[src/shared/iuf_pkg.sv]
package iuf_pkg;

  // Frame layout: untagged Ethernet header followed by a fixed IPv6 header and UDP.
  localparam int unsigned IDX_W          = 6;
  localparam logic [5:0]  OFS_ETYPE_HI   = 6'h0c;
  localparam logic [5:0]  OFS_ETYPE_LO   = 6'h0d;
  localparam logic [5:0]  OFS_IP_VER_TC  = 6'h0e;
  localparam logic [5:0]  OFS_IP_TC_FL   = 6'h0f;
  localparam logic [5:0]  OFS_IP_FL_MID  = 6'h10;
  localparam logic [5:0]  OFS_IP_FL_LO   = 6'h11;
  localparam logic [5:0]  OFS_IP_NXT_HDR = 6'h14;
  localparam logic [5:0]  OFS_UDP_SRC_HI = 6'h36;
  localparam logic [5:0]  OFS_UDP_SRC_LO = 6'h37;
  localparam logic [5:0]  OFS_UDP_DST_HI = 6'h38;
  localparam logic [5:0]  OFS_UDP_DST_LO = 6'h39;
  localparam logic [5:0]  IDX_MAX        = 6'h3f;

  // Field codes and widths.
  localparam logic [15:0] ETYPE_IPV6     = 16'h86dd;
  localparam logic [3:0]  IP_VERSION_6   = 4'h6;
  localparam logic [7:0]  PROTO_UDP      = 8'h11;
  localparam logic [7:0]  PROTO_TCP      = 8'h06;
  localparam logic [7:0]  PROTO_ICMPV6   = 8'h3a;
  localparam int unsigned FLOW_W         = 20;
  localparam int unsigned DSCP_W         = 6;
  localparam int unsigned PORT_W         = 16;
  localparam int unsigned CNT_W          = 16;

  // Stream buffer shape: byte plus end-of-frame marker, eight entries.
  localparam int unsigned BUF_WIDTH      = 9;
  localparam int unsigned BUF_DEPTH      = 8;

  // Reset values.
  localparam logic [7:0]  RST_BYTE       = 8'h00;
  localparam logic [15:0] RST_WORD       = 16'h0000;
  localparam logic [19:0] RST_FLOW       = 20'h00000;
  localparam logic [5:0]  RST_DSCP       = 6'h00;
  localparam logic [5:0]  RST_IDX        = 6'h00;
  localparam logic [15:0] RST_CNT        = 16'h0000;

  typedef enum logic [1:0] {
    IUF_NH_NUMERIC,
    IUF_NH_UDP,
    IUF_NH_TCP,
    IUF_NH_ICMP
  } iuf_nh_sel_type;

  typedef enum logic {
    IUF_PORT_IGNORE,
    IUF_PORT_RANGE
  } iuf_port_sel_type;

endpackage : iuf_pkg

[src/logic/iuf_filter.sv]
`timescale 1ns/10ps
module iuf_filter #(
  parameter int unsigned BUF_DEPTH = iuf_pkg::BUF_DEPTH
) (
  input  wire logic                          mclk_i,
  input  wire logic                          reset_i,
  input  wire logic [7:0]                    in_data_i,
  input  wire logic                          in_valid_i,
  input  wire logic                          in_last_i,
  output logic                               in_ready_o,
  input  wire logic                          nh_match_en_i,
  input  wire iuf_pkg::iuf_nh_sel_type       nh_sel_i,
  input  wire logic [7:0]                    nh_number_i,
  input  wire logic                          flow_match_en_i,
  input  wire logic [iuf_pkg::FLOW_W-1:0]    flow_label_i,
  input  wire logic                          dscp_match_en_i,
  input  wire logic [iuf_pkg::DSCP_W-1:0]    dscp_i,
  input  wire iuf_pkg::iuf_port_sel_type     src_port_sel_i,
  input  wire logic [iuf_pkg::PORT_W-1:0]    src_port_min_i,
  input  wire logic [iuf_pkg::PORT_W-1:0]    src_port_max_i,
  input  wire iuf_pkg::iuf_port_sel_type     dst_port_sel_i,
  input  wire logic [iuf_pkg::PORT_W-1:0]    dst_port_min_i,
  input  wire logic [iuf_pkg::PORT_W-1:0]    dst_port_max_i,
  output logic                               verdict_valid_o,
  output logic                               verdict_pass_o,
  input  wire logic                          verdict_ready_i,
  output logic [iuf_pkg::CNT_W-1:0]          pass_count_o,
  output logic [iuf_pkg::CNT_W-1:0]          block_count_o
);
  import iuf_pkg::*;

  typedef enum logic [1:0] {
    IUF_RUN,
    IUF_EVAL,
    IUF_HOLD
  } iuf_state_type;

  // Inclusive range test shared by both port criteria.
  function automatic logic in_range(input logic [PORT_W-1:0] port,
                                    input logic [PORT_W-1:0] lo,
                                    input logic [PORT_W-1:0] hi);
    in_range = (port >= lo) && (port <= hi);
  endfunction : in_range

  iuf_state_type       state_reg;
  iuf_state_type       state_next;
  logic [IDX_W-1:0]    idx_reg;
  logic [15:0]         etype_reg;
  logic [3:0]          ver_reg;
  logic [DSCP_W-1:0]   dscp_reg;
  logic [FLOW_W-1:0]   flow_reg;
  logic [7:0]          nh_reg;
  logic [PORT_W-1:0]   src_reg;
  logic [PORT_W-1:0]   dst_reg;
  logic                nh_seen_reg;
  logic                udp_seen_reg;
  logic                pass_reg;
  logic [CNT_W-1:0]    pass_cnt_reg;
  logic [CNT_W-1:0]    block_cnt_reg;
  logic [7:0]          rd_byte;
  logic                rd_last;
  logic                rd_valid;
  logic                rd_ready;

  // Incoming bytes are buffered so the source sees back-pressure while a verdict waits.
  iuf_fifo #(
    .WIDTH (BUF_WIDTH),
    .DEPTH (BUF_DEPTH)
  ) u_buf (
    .mclk_i     (mclk_i),
    .reset_i    (reset_i),
    .wr_data_i  ({in_last_i, in_data_i}),
    .wr_valid_i (in_valid_i),
    .wr_ready_o (in_ready_o),
    .rd_data_o  ({rd_last, rd_byte}),
    .rd_valid_o (rd_valid),
    .rd_ready_i (rd_ready)
  );

  // Draining stops outside the run state, which stalls the buffer and the source.
  assign rd_ready = (state_reg == IUF_RUN);
  wire take     = rd_valid && rd_ready;
  wire at_byte_nh = take && (idx_reg == OFS_IP_NXT_HDR);
  wire at_dst_lo  = take && (idx_reg == OFS_UDP_DST_LO);

  // Header classification of the frame just finished.
  wire is_ipv6 = (etype_reg == ETYPE_IPV6) && (ver_reg == IP_VERSION_6) && nh_seen_reg;
  wire is_udp  = is_ipv6 && (nh_reg == PROTO_UDP) && udp_seen_reg;

  // Next-header target: a fixed protocol number or the configured one.
  wire [7:0] nh_target = (nh_sel_i == IUF_NH_UDP)  ? PROTO_UDP    :
                         (nh_sel_i == IUF_NH_TCP)  ? PROTO_TCP    :
                         (nh_sel_i == IUF_NH_ICMP) ? PROTO_ICMPV6 :
                         nh_number_i;

  // Per-criterion acceptance; a disabled criterion accepts, except the source port, which blocks when set to ignore.
  wire nh_ok   = !nh_match_en_i || (is_ipv6 && (nh_reg == nh_target));
  wire flow_ok = !flow_match_en_i || (is_ipv6 && (flow_reg == flow_label_i));
  wire dscp_ok = !dscp_match_en_i || (is_ipv6 && (dscp_reg == dscp_i));
  wire src_ok  = (src_port_sel_i == IUF_PORT_RANGE) && is_udp &&
                 in_range(src_reg, src_port_min_i, src_port_max_i);
  wire dst_ok  = (dst_port_sel_i == IUF_PORT_IGNORE) || (is_udp &&
                 in_range(dst_reg, dst_port_min_i, dst_port_max_i));
  wire all_ok  = nh_ok && flow_ok && dscp_ok && src_ok && dst_ok;

  // Sequencing: run, evaluate one cycle after the last byte, hold until taken.
  always_comb
  begin
    state_next = state_reg;
    unique case (state_reg)
      IUF_RUN:  if (take && rd_last) state_next = IUF_EVAL;
      IUF_EVAL: state_next = IUF_HOLD;
      IUF_HOLD: if (verdict_ready_i) state_next = IUF_RUN;
      default:  state_next = IUF_RUN;
    endcase
  end

  assign verdict_valid_o = (state_reg == IUF_HOLD);
  assign verdict_pass_o  = pass_reg;
  assign pass_count_o    = pass_cnt_reg;
  assign block_count_o   = block_cnt_reg;

  // State, byte position and verdict register.
  always_ff @(posedge mclk_i or posedge reset_i)
  begin
    if (reset_i)
    begin
      state_reg <= IUF_RUN;
      idx_reg   <= RST_IDX;
      pass_reg  <= 1'b0;
    end
    else
    begin
      state_reg <= state_next;
      if (take)
        idx_reg <= rd_last ? RST_IDX : ((idx_reg == IDX_MAX) ? IDX_MAX : idx_reg + 1'b1);
      if (state_reg == IUF_EVAL)
        pass_reg <= all_ok;
    end
  end

  // Header field capture by byte position.
  always_ff @(posedge mclk_i or posedge reset_i)
  begin
    if (reset_i)
    begin
      etype_reg <= RST_WORD;
      ver_reg   <= 4'h0;
      dscp_reg  <= RST_DSCP;
      flow_reg  <= RST_FLOW;
      nh_reg    <= RST_BYTE;
      src_reg   <= RST_WORD;
      dst_reg   <= RST_WORD;
    end
    else if (take)
    begin
      if (idx_reg == OFS_ETYPE_HI)   etype_reg[15:8]  <= rd_byte;
      if (idx_reg == OFS_ETYPE_LO)   etype_reg[7:0]   <= rd_byte;
      if (idx_reg == OFS_IP_VER_TC)  {ver_reg, dscp_reg[5:2]} <= rd_byte;
      if (idx_reg == OFS_IP_TC_FL)
        {dscp_reg[1:0], flow_reg[19:16]} <= {rd_byte[7:6], rd_byte[3:0]};
      if (idx_reg == OFS_IP_FL_MID)  flow_reg[15:8]   <= rd_byte;
      if (idx_reg == OFS_IP_FL_LO)   flow_reg[7:0]    <= rd_byte;
      if (idx_reg == OFS_IP_NXT_HDR) nh_reg           <= rd_byte;
      if (idx_reg == OFS_UDP_SRC_HI) src_reg[15:8]    <= rd_byte;
      if (idx_reg == OFS_UDP_SRC_LO) src_reg[7:0]     <= rd_byte;
      if (idx_reg == OFS_UDP_DST_HI) dst_reg[15:8]    <= rd_byte;
      if (idx_reg == OFS_UDP_DST_LO) dst_reg[7:0]     <= rd_byte;
    end
  end

  // Presence flags: a short frame never claims headers it did not carry.
  always_ff @(posedge mclk_i or posedge reset_i)
  begin
    if (reset_i)
    begin
      nh_seen_reg  <= 1'b0;
      udp_seen_reg <= 1'b0;
    end
    else if (take && idx_reg == RST_IDX)
    begin
      nh_seen_reg  <= 1'b0;
      udp_seen_reg <= 1'b0;
    end
    else
    begin
      if (at_byte_nh) nh_seen_reg  <= 1'b1;
      if (at_dst_lo)  udp_seen_reg <= 1'b1;
    end
  end

  // Pass and block totals, updated when the verdict is taken.
  always_ff @(posedge mclk_i or posedge reset_i)
  begin
    if (reset_i)
    begin
      pass_cnt_reg  <= RST_CNT;
      block_cnt_reg <= RST_CNT;
    end
    else if (verdict_valid_o && verdict_ready_i)
    begin
      if (pass_reg) pass_cnt_reg  <= pass_cnt_reg + 1'b1;
      else          block_cnt_reg <= block_cnt_reg + 1'b1;
    end
  end
endmodule : iuf_filter

[src/logic/iuf_fifo.sv]
`timescale 1ns/10ps
module iuf_fifo #(
  parameter int unsigned WIDTH = iuf_pkg::BUF_WIDTH,
  parameter int unsigned DEPTH = iuf_pkg::BUF_DEPTH
) (
  input  wire logic             mclk_i,
  input  wire logic             reset_i,
  input  wire logic [WIDTH-1:0] wr_data_i,
  input  wire logic             wr_valid_i,
  output logic                  wr_ready_o,
  output logic      [WIDTH-1:0] rd_data_o,
  output logic                  rd_valid_o,
  input  wire logic             rd_ready_i
);
  import iuf_pkg::*;

  localparam int unsigned PTR_W = (DEPTH > 1) ? $clog2(DEPTH) : 1;
  localparam int unsigned CNT_B = $clog2(DEPTH + 1);
  localparam logic [PTR_W-1:0] PTR_LAST = PTR_W'(DEPTH - 1);
  localparam logic [CNT_B-1:0] CNT_FULL = CNT_B'(DEPTH);

  logic [WIDTH-1:0] mem [DEPTH];
  logic [PTR_W-1:0] wr_ptr_reg;
  logic [PTR_W-1:0] rd_ptr_reg;
  logic [CNT_B-1:0] count_reg;
  wire              push = wr_valid_i && wr_ready_o;
  wire              pop  = rd_valid_o && rd_ready_i;

  // Full and empty come straight from the occupancy count.
  assign wr_ready_o = (count_reg != CNT_FULL);
  assign rd_valid_o = (count_reg != '0);
  assign rd_data_o  = mem[rd_ptr_reg];

  // Storage is written only, never reset, so it maps onto plain memory.
  always_ff @(posedge mclk_i)
  begin
    if (push)
      mem[wr_ptr_reg] <= wr_data_i;
  end

  // Pointers wrap at the last entry so any depth works.
  always_ff @(posedge mclk_i or posedge reset_i)
  begin
    if (reset_i)
    begin
      wr_ptr_reg <= '0;
      rd_ptr_reg <= '0;
      count_reg  <= '0;
    end
    else
    begin
      if (push)
        wr_ptr_reg <= (wr_ptr_reg == PTR_LAST) ? '0 : wr_ptr_reg + 1'b1;
      if (pop)
        rd_ptr_reg <= (rd_ptr_reg == PTR_LAST) ? '0 : rd_ptr_reg + 1'b1;
      if (push && !pop)
        count_reg <= count_reg + 1'b1;
      else if (pop && !push)
        count_reg <= count_reg - 1'b1;
    end
  end

endmodule : iuf_fifo

[config.mk]
export PLATFORM = sky130hd
export DESIGN_NAME = iuf_filter
export DESIGN_NICKNAME = d
export VERILOG_FILES = /design/src/shared/iuf_pkg.sv /design/src/logic/iuf_filter.sv /design/src/logic/iuf_fifo.sv
export SDC_FILE = /design/constraint.sdc
export NUM_CORES = 1
export LEC_CHECK = 0
export BUFFER_PORTS_ARGS = -buffer_cell sky130_fd_sc_hd__buf_2
export CAP_MARGIN = 40
export CORE_UTILIZATION = 50
export DETAILED_ROUTE_END_ITERATION = 16
export HOLD_SLACK_MARGIN = 0.12
export PLACE_DENSITY_LB_ADDON = 0.2
export SYNTH_ARGS = -nofsm -noshare
export SYNTH_HDL_FRONTEND = slang
export SYNTH_SLANG_ARGS = --single-unit
[constraint.sdc]
create_clock -name mclk_i -period 4.5 [get_ports mclk_i]
set_clock_uncertainty 0.1 [all_clocks]
set_input_delay 0.675 -clock mclk_i [delete_from_list [all_inputs] [get_ports mclk_i]]
set_output_delay 0.675 -clock mclk_i [all_outputs]
set_load 0.05 [all_outputs]
== Word-level counts from Yosys, hierarchy flattened ==
Memories as Yosys holds them, arrays and structs flattened.
Cells that the tools add are included.
Operators by class
  mux-type cells: 18
  bitwise gates (word level): 2
  equal/unequal tests: 28
  reduce and logical (&&, ||, !) cells: 54
  $add $sub $neg: 7
  order comparisons: 4
Operators with widths (number)
  $add 16x1->16 const B: 2
  $ge 16x16->1: 2
  $le 16x16->1: 2
  $eq 6x6->1 const B: 5
  $reduce_and 2->1: 14
  $logic_and 1x1->1: 25
  $eq 6x4->1 const B: 4
  $mux 8: 3
  $eq 20x20->1: 1
  $eq 6x5->1 const B: 3
  $eq 16x16->1 const B: 1
  $mux 6: 2
  $eq 8x5->1 const B: 1
  $eq 8x8->1: 1
  $mux 4: 2
  $add 3x1->3 const B: 2
  $add 6x1->6 const B: 1
  $eq 2x2->1 const B: 3
  $eq 3x3->1 const B: 2
  $eq 6x6->1: 1
  $logic_not 6->1: 1
  $mux 1: 6
  $mux 3: 2
  $pmux 2 s3: 1
  other kinds (14): 26
Storage, ports and cells
  input bits: 118
  logic and storage cells: 137
  RAM bits: 72
  register bits after elaboration: 139
  memories: 1
  output and inout bits: 35
Memories
  u_buf.mem: depth 8, bits a word 9, rd ports 1, clocked after Yosys merged registers in 0, write ports 1, RTL line iuf_fifo.sv:22  | logic [WIDTH-1:0] mem [DEPTH];

== Longest topological paths before layout ==
  depth after elaboration: 11
  gate-level depth with buffers: 14
  mapped depth without buffers: 12

== Cells and area by module ==
A second synthesis with hierarchy kept.
Unflattened totals
  cells, all modules: 846
  area total of the unflattened synthesis: 10857.9 um^2
By module, submodules not included
  iuf_filter: cells each 678, area each 7389.6 um^2, instances 1
  iuf_fifo: cells each 168, area each 3468.3 um^2, instances 1

== Worst setup path after synthesis ==
OpenSTA, ideal clock, no wires.
  path type: reg2reg
  start point: register u_buf.count_reg[0]
  end point: register u_buf.count_reg[3]
  arrival time: 2.671 ns
  path buffers: 3
  setup slack: 1.603 ns
  required time: 4.275 ns
  cell stages (with the launch flop): 15
  setup time: 0.125 ns
  cell sequence: dfrtp_1 nor4_1 nor3_1 buf_2 buf_1 inv_1 clkbuf_1 ha_1 inv_1 ha_1 a21o_1 a21oi_1 xnor2_1 nor2_1 xor2_1
Between the ends
  cells in the longest elaborated chain, start to end: 5
  elaborated cells on any way between the ends: 13
Ends and longest elaborated chain
  start: declaration: RTL line iuf_fifo.sv:25  | logic [CNT_B-1:0] count_reg;
  start signal: assignment: RTL line iuf_fifo.sv:57  | count_reg <= count_reg + 1'b1;
  start signal: assignment: RTL line iuf_fifo.sv:59  | count_reg <= count_reg - 1'b1;
  parallel branches: the longest is 5 deep, another holds $sub 4x1->4
Several ways; the timed one is not identified. The select of a mux whose other input is x is not followed.
A chain may end at the register's enable or synchronous reset.

== Worst setup path in the final report ==
Same ends and word-level chain as after synthesis.

==> impl_metrics.py <==
metrics = {
    "worst_setup_path": {
        "slowest_stage": "dfrtp_1",
        "crit_chain": "nor4_1 > nor3_2 > buf_4 > inv_1 > ha_1 > inv_1 > ha_1 > a21o_1 > a21oi_1 > xnor2_1 > nor2_1 > xor2_1",
        "critPathCaptureType": "register",
        "slowest_delay_ns": 0.44,
        "startpoint_type": "register",
        "crit_fanout": 20,
        "required_ns": 4.78,
        "crit_type": "register to register",
        "crit_arrival_ns": 3.13,
    },
    "clock_network": {
        "hold_buffers": 0,
        "htree_levels": 1,
        "cts_buffer_depth": 3,
        "clkTransAtPathRegs_ns": 0.06,
        "clock_latency_ns": 0.49,
        "tritoncts": "built",
        "cts_root_buf": "clkbuf_16",
        "cts_buffers": 22,
        "cts_sinks": 211,
        "postCtsSetupBuffers": 0,
        "ctsResizeCount": 0,
    },
    "place": {
        "dp_hpwl_um": 16050,
        "port_buffers": 152,
        "dpl.cell_count": 1351,
        "routabilityCongestion": 0.8299,
    },
    "synth": {
        "yosys_warnings": 0,
        "synth_area_leaders": "dfrtp_1, edfxtp_1, ha_1, o21ai_0, nand2_1",
        "syn_avg_cell_area_um2": 11.15,
        "synthArstFlopShare_pct": 65.88,
        "syn-instance-count": 938,
        "yosys_most_used_dff": "dfrtp_1",
        "post-synth-top-area-cell": "dfrtp_1",
        "synth_edf_count": 72,
        "netlist_area_um2": 10460,
        "synth_nets": 1134,
        "synth_top_cell_area_share_pct": 33.25,
        "synth-seq-cells": 211,
        "synth_cell_types": 55,
        "synth_seq_area_share_pct": 53.92,
    },
    "grt": {
        "grt_util_all_layers_pct": 21.14,
        "overflow": 0,
        "grt_max_degree": 77,
        "grt_pass1_vias": 7343,
        "grt_pass1_wl_um": 36500,
        "antenna_found_initial": 0,
    },
    "final_layout": {
        "final_cells": 1391,
        "largest_register_ff_count": 72,
        "drive_above_1_share_pct": 21.68,
        "area_delta_synth_final_pct": 17.99,
        "nets": 1301,
        "antennaDiodeCount": 0,
    },
    "route": {
        "wl_um": 22350,
        "detail_route.wl_per_cell_um": 16.07,
        "drt_iter0_markers": 384,
        "ant_nets": 0,
        "firstDrtPassIters": 5,
        "vias_per_cell": 5.285,
        "vias": 7352,
        "route.detailed.drc": 0,
    },
    "timing": {
        "grt_setup_unrepaired": "no",
        "period_share_pct": 63.47,
        "setup_violations": 0,
        "maxSlewHeadroom_pct": 41.41,
        "clock.fmax_mhz": 350.1,
        "hold_viol": 0,
        "worst_pin_slew_ns": 0.8788,
        "min_period_ns": 2.856,
        "finalSetupTns_ns": 0,
        "drv_slew": 0,
        "holdWs_ns": 0.1776,
    },
    "pwr": {
        "p_leak_uw": 0.005849,
        "ir_drop_mv": 0.4126,
        "power_uw": 5685,
        "p_per_area_nw_per_um2": 460.6,
    },
    "floorplanning": {
        "core_um2": 20360,
        "die_w_um": 146.6,
        "die_area_um2": 21500,
        "ios": 153,
        "placementRows": 52,
        "start_util_pct": 51.36,
        "die_h_um": 146.6,
    },
    "run_status": {
        "status": "completed",
    },
    "min_path": {
        "hp-class": "input port to async pin",
    },
    "flow_run": {
        "drv_cap": 0,
    },
}
worst max-delay path: cells and delay by family, from the launching register on:
kind	cells	cell delay [ns]
AOI/OAI and AO/OA	2	0.31
and+or+nand+nor	3	0.49
xor gates and xnor gates	2	0.27
DFF	1	0.44
adders and majority gates	2	0.52
buffers and inverters	3	0.60
path summary, 6_finish.rpt:
path | startpoint | to | slack (ns) | cells after the start
worst max register to register | u_buf.count_reg[0] | u_buf.count_reg[3] | 1.64 | 12
worst min-delay path | reset_i | pass_count_o[8] | 0.18 | 2
worst max-delay path | u_buf.count_reg[0] | u_buf.count_reg[3] | 1.64 | 12
min in group mclk_i | verdict_ready_i | state_reg[1] | 0.33 | 2
worst min register to register | pass_count_o[15] | pass_count_o[15] | 0.37 | 1
max in group asynchronous | reset_i | ver_reg[3] | 3.18 | 3
power breakdown:
| part | switching [µW] | total (µW) | leakage (µW) | internal [µW] |
|---|---|---|---|---|
| combinational | 866 | 1460 | 0.00292 | 596 |
| clock | 722 | 1830 | 0.000367 | 1110 |
| sequential | 212 | 2390 | 0.00256 | 2180 |
| total | 1800 | 5680 | 0.00585 | 3880 |
layer usage:
metal / wire length (µm) / global-route usage, % / share of wire (%)
met5: 0 / 0 / 0
met4: 286 / 4.427 / 1.3
met3: 693 / 2.125 / 3.1
met2: 10990 / 36.71 / 49
met1: 10380 / 28.79 / 46
per-stage QoR:
| step | util [%] | setup slack [ns] | cell area, µm² |
|---|---|---|---|
| 4_1_cts | 60.60 | 1.631 | 12340 |
| 3_3_place_gp | 56.56 | 1.612 | 11520 |
| 5_1_grt | 60.60 | 1.440 | 12340 |
| 3_5_place_dp | 56.96 | 1.645 | 11600 |
| 2_1_floorplan | - | 0.0004838 | 10460 |
| 6_report | 60.60 | 1.644 | 12340 |
kinds of logic (layout without fill, tap and decap cells):
logic type,after synthesis,after routing,share of synthesized area (%)
flops,211,211,53.92
fa+ha+maj,78,78,9.402
xor+xnor,62,62,5.191
simple gates,269,269,12.36
buf+inv,106,289,4.091
mux,32,32,5.299
compound gates,180,180,9.737
layout make-up:
cell class,instances,area [µm²]
Clock buffer,35,688.2
Clock inverter,5,53.80
Fill cell,1727,8023
Inverter,77,294.0
Multi-Input combinational cell,621,4417
Sequential cell,211,5640
Tap cell,270,337.8
Timing Repair Buffer,172,910.9
synthesized netlist by cell type (2+ instances only):
| library cell | number |
|---|---|
| dfrtp_1 | 139 |
| buf_2 | 3 |
| nand4_1 | 27 |
| nand4b_1 | 3 |
| nand3_1 | 25 |
| nand2_1 | 115 |
| and3_1 | 5 |
| nor4_1 | 9 |
| xnor2_1 | 37 |
| o2111ai_1 | 3 |
| nand2b_1 | 8 |
| a2111oi_0 | 2 |
| o211ai_1 | 3 |
| ha_1 | 77 |
| xor2_1 | 25 |
| and2_1 | 2 |
| a21oi_1 | 42 |
| nor2b_1 | 6 |
| a21o_1 | 11 |
| a21boi_0 | 2 |
| mux2i_1 | 9 |
| mux4_2 | 18 |
| o31ai_1 | 2 |
| buf_6 | 3 |
| buf_1 | 2 |
| edfxtp_1 | 72 |
| inv_1 | 77 |
| clkbuf_1 | 20 |
| mux2_2 | 4 |
| o21ai_0 | 99 |
| nor3_1 | 15 |
| and4_1 | 3 |
| nor3b_2 | 2 |
| a211oi_1 | 4 |
| nor2_1 | 40 |
| nor3b_1 | 5 |
layout by cell type, fill, tap and decap left out, types with 10 or more instances in the layout:
| master | n |
|---|---|
| ha_1 | 77 |
| xor2_1 | 25 |
| nand2_1 | 115 |
| buf_4 | 20 |
| dfrtp_1 | 139 |
| a21o_1 | 11 |
| nand4_1 | 27 |
| inv_1 | 76 |
| o21ai_0 | 99 |
| xnor2_1 | 37 |
| mux4_2 | 18 |
| edfxtp_1 | 72 |
| buf_2 | 152 |
| nor2_1 | 40 |
| a21oi_1 | 42 |
| nor3_1 | 10 |
| clkbuf_16 | 23 |
| nand3_1 | 25 |
(Power assumes the default switching activity.)
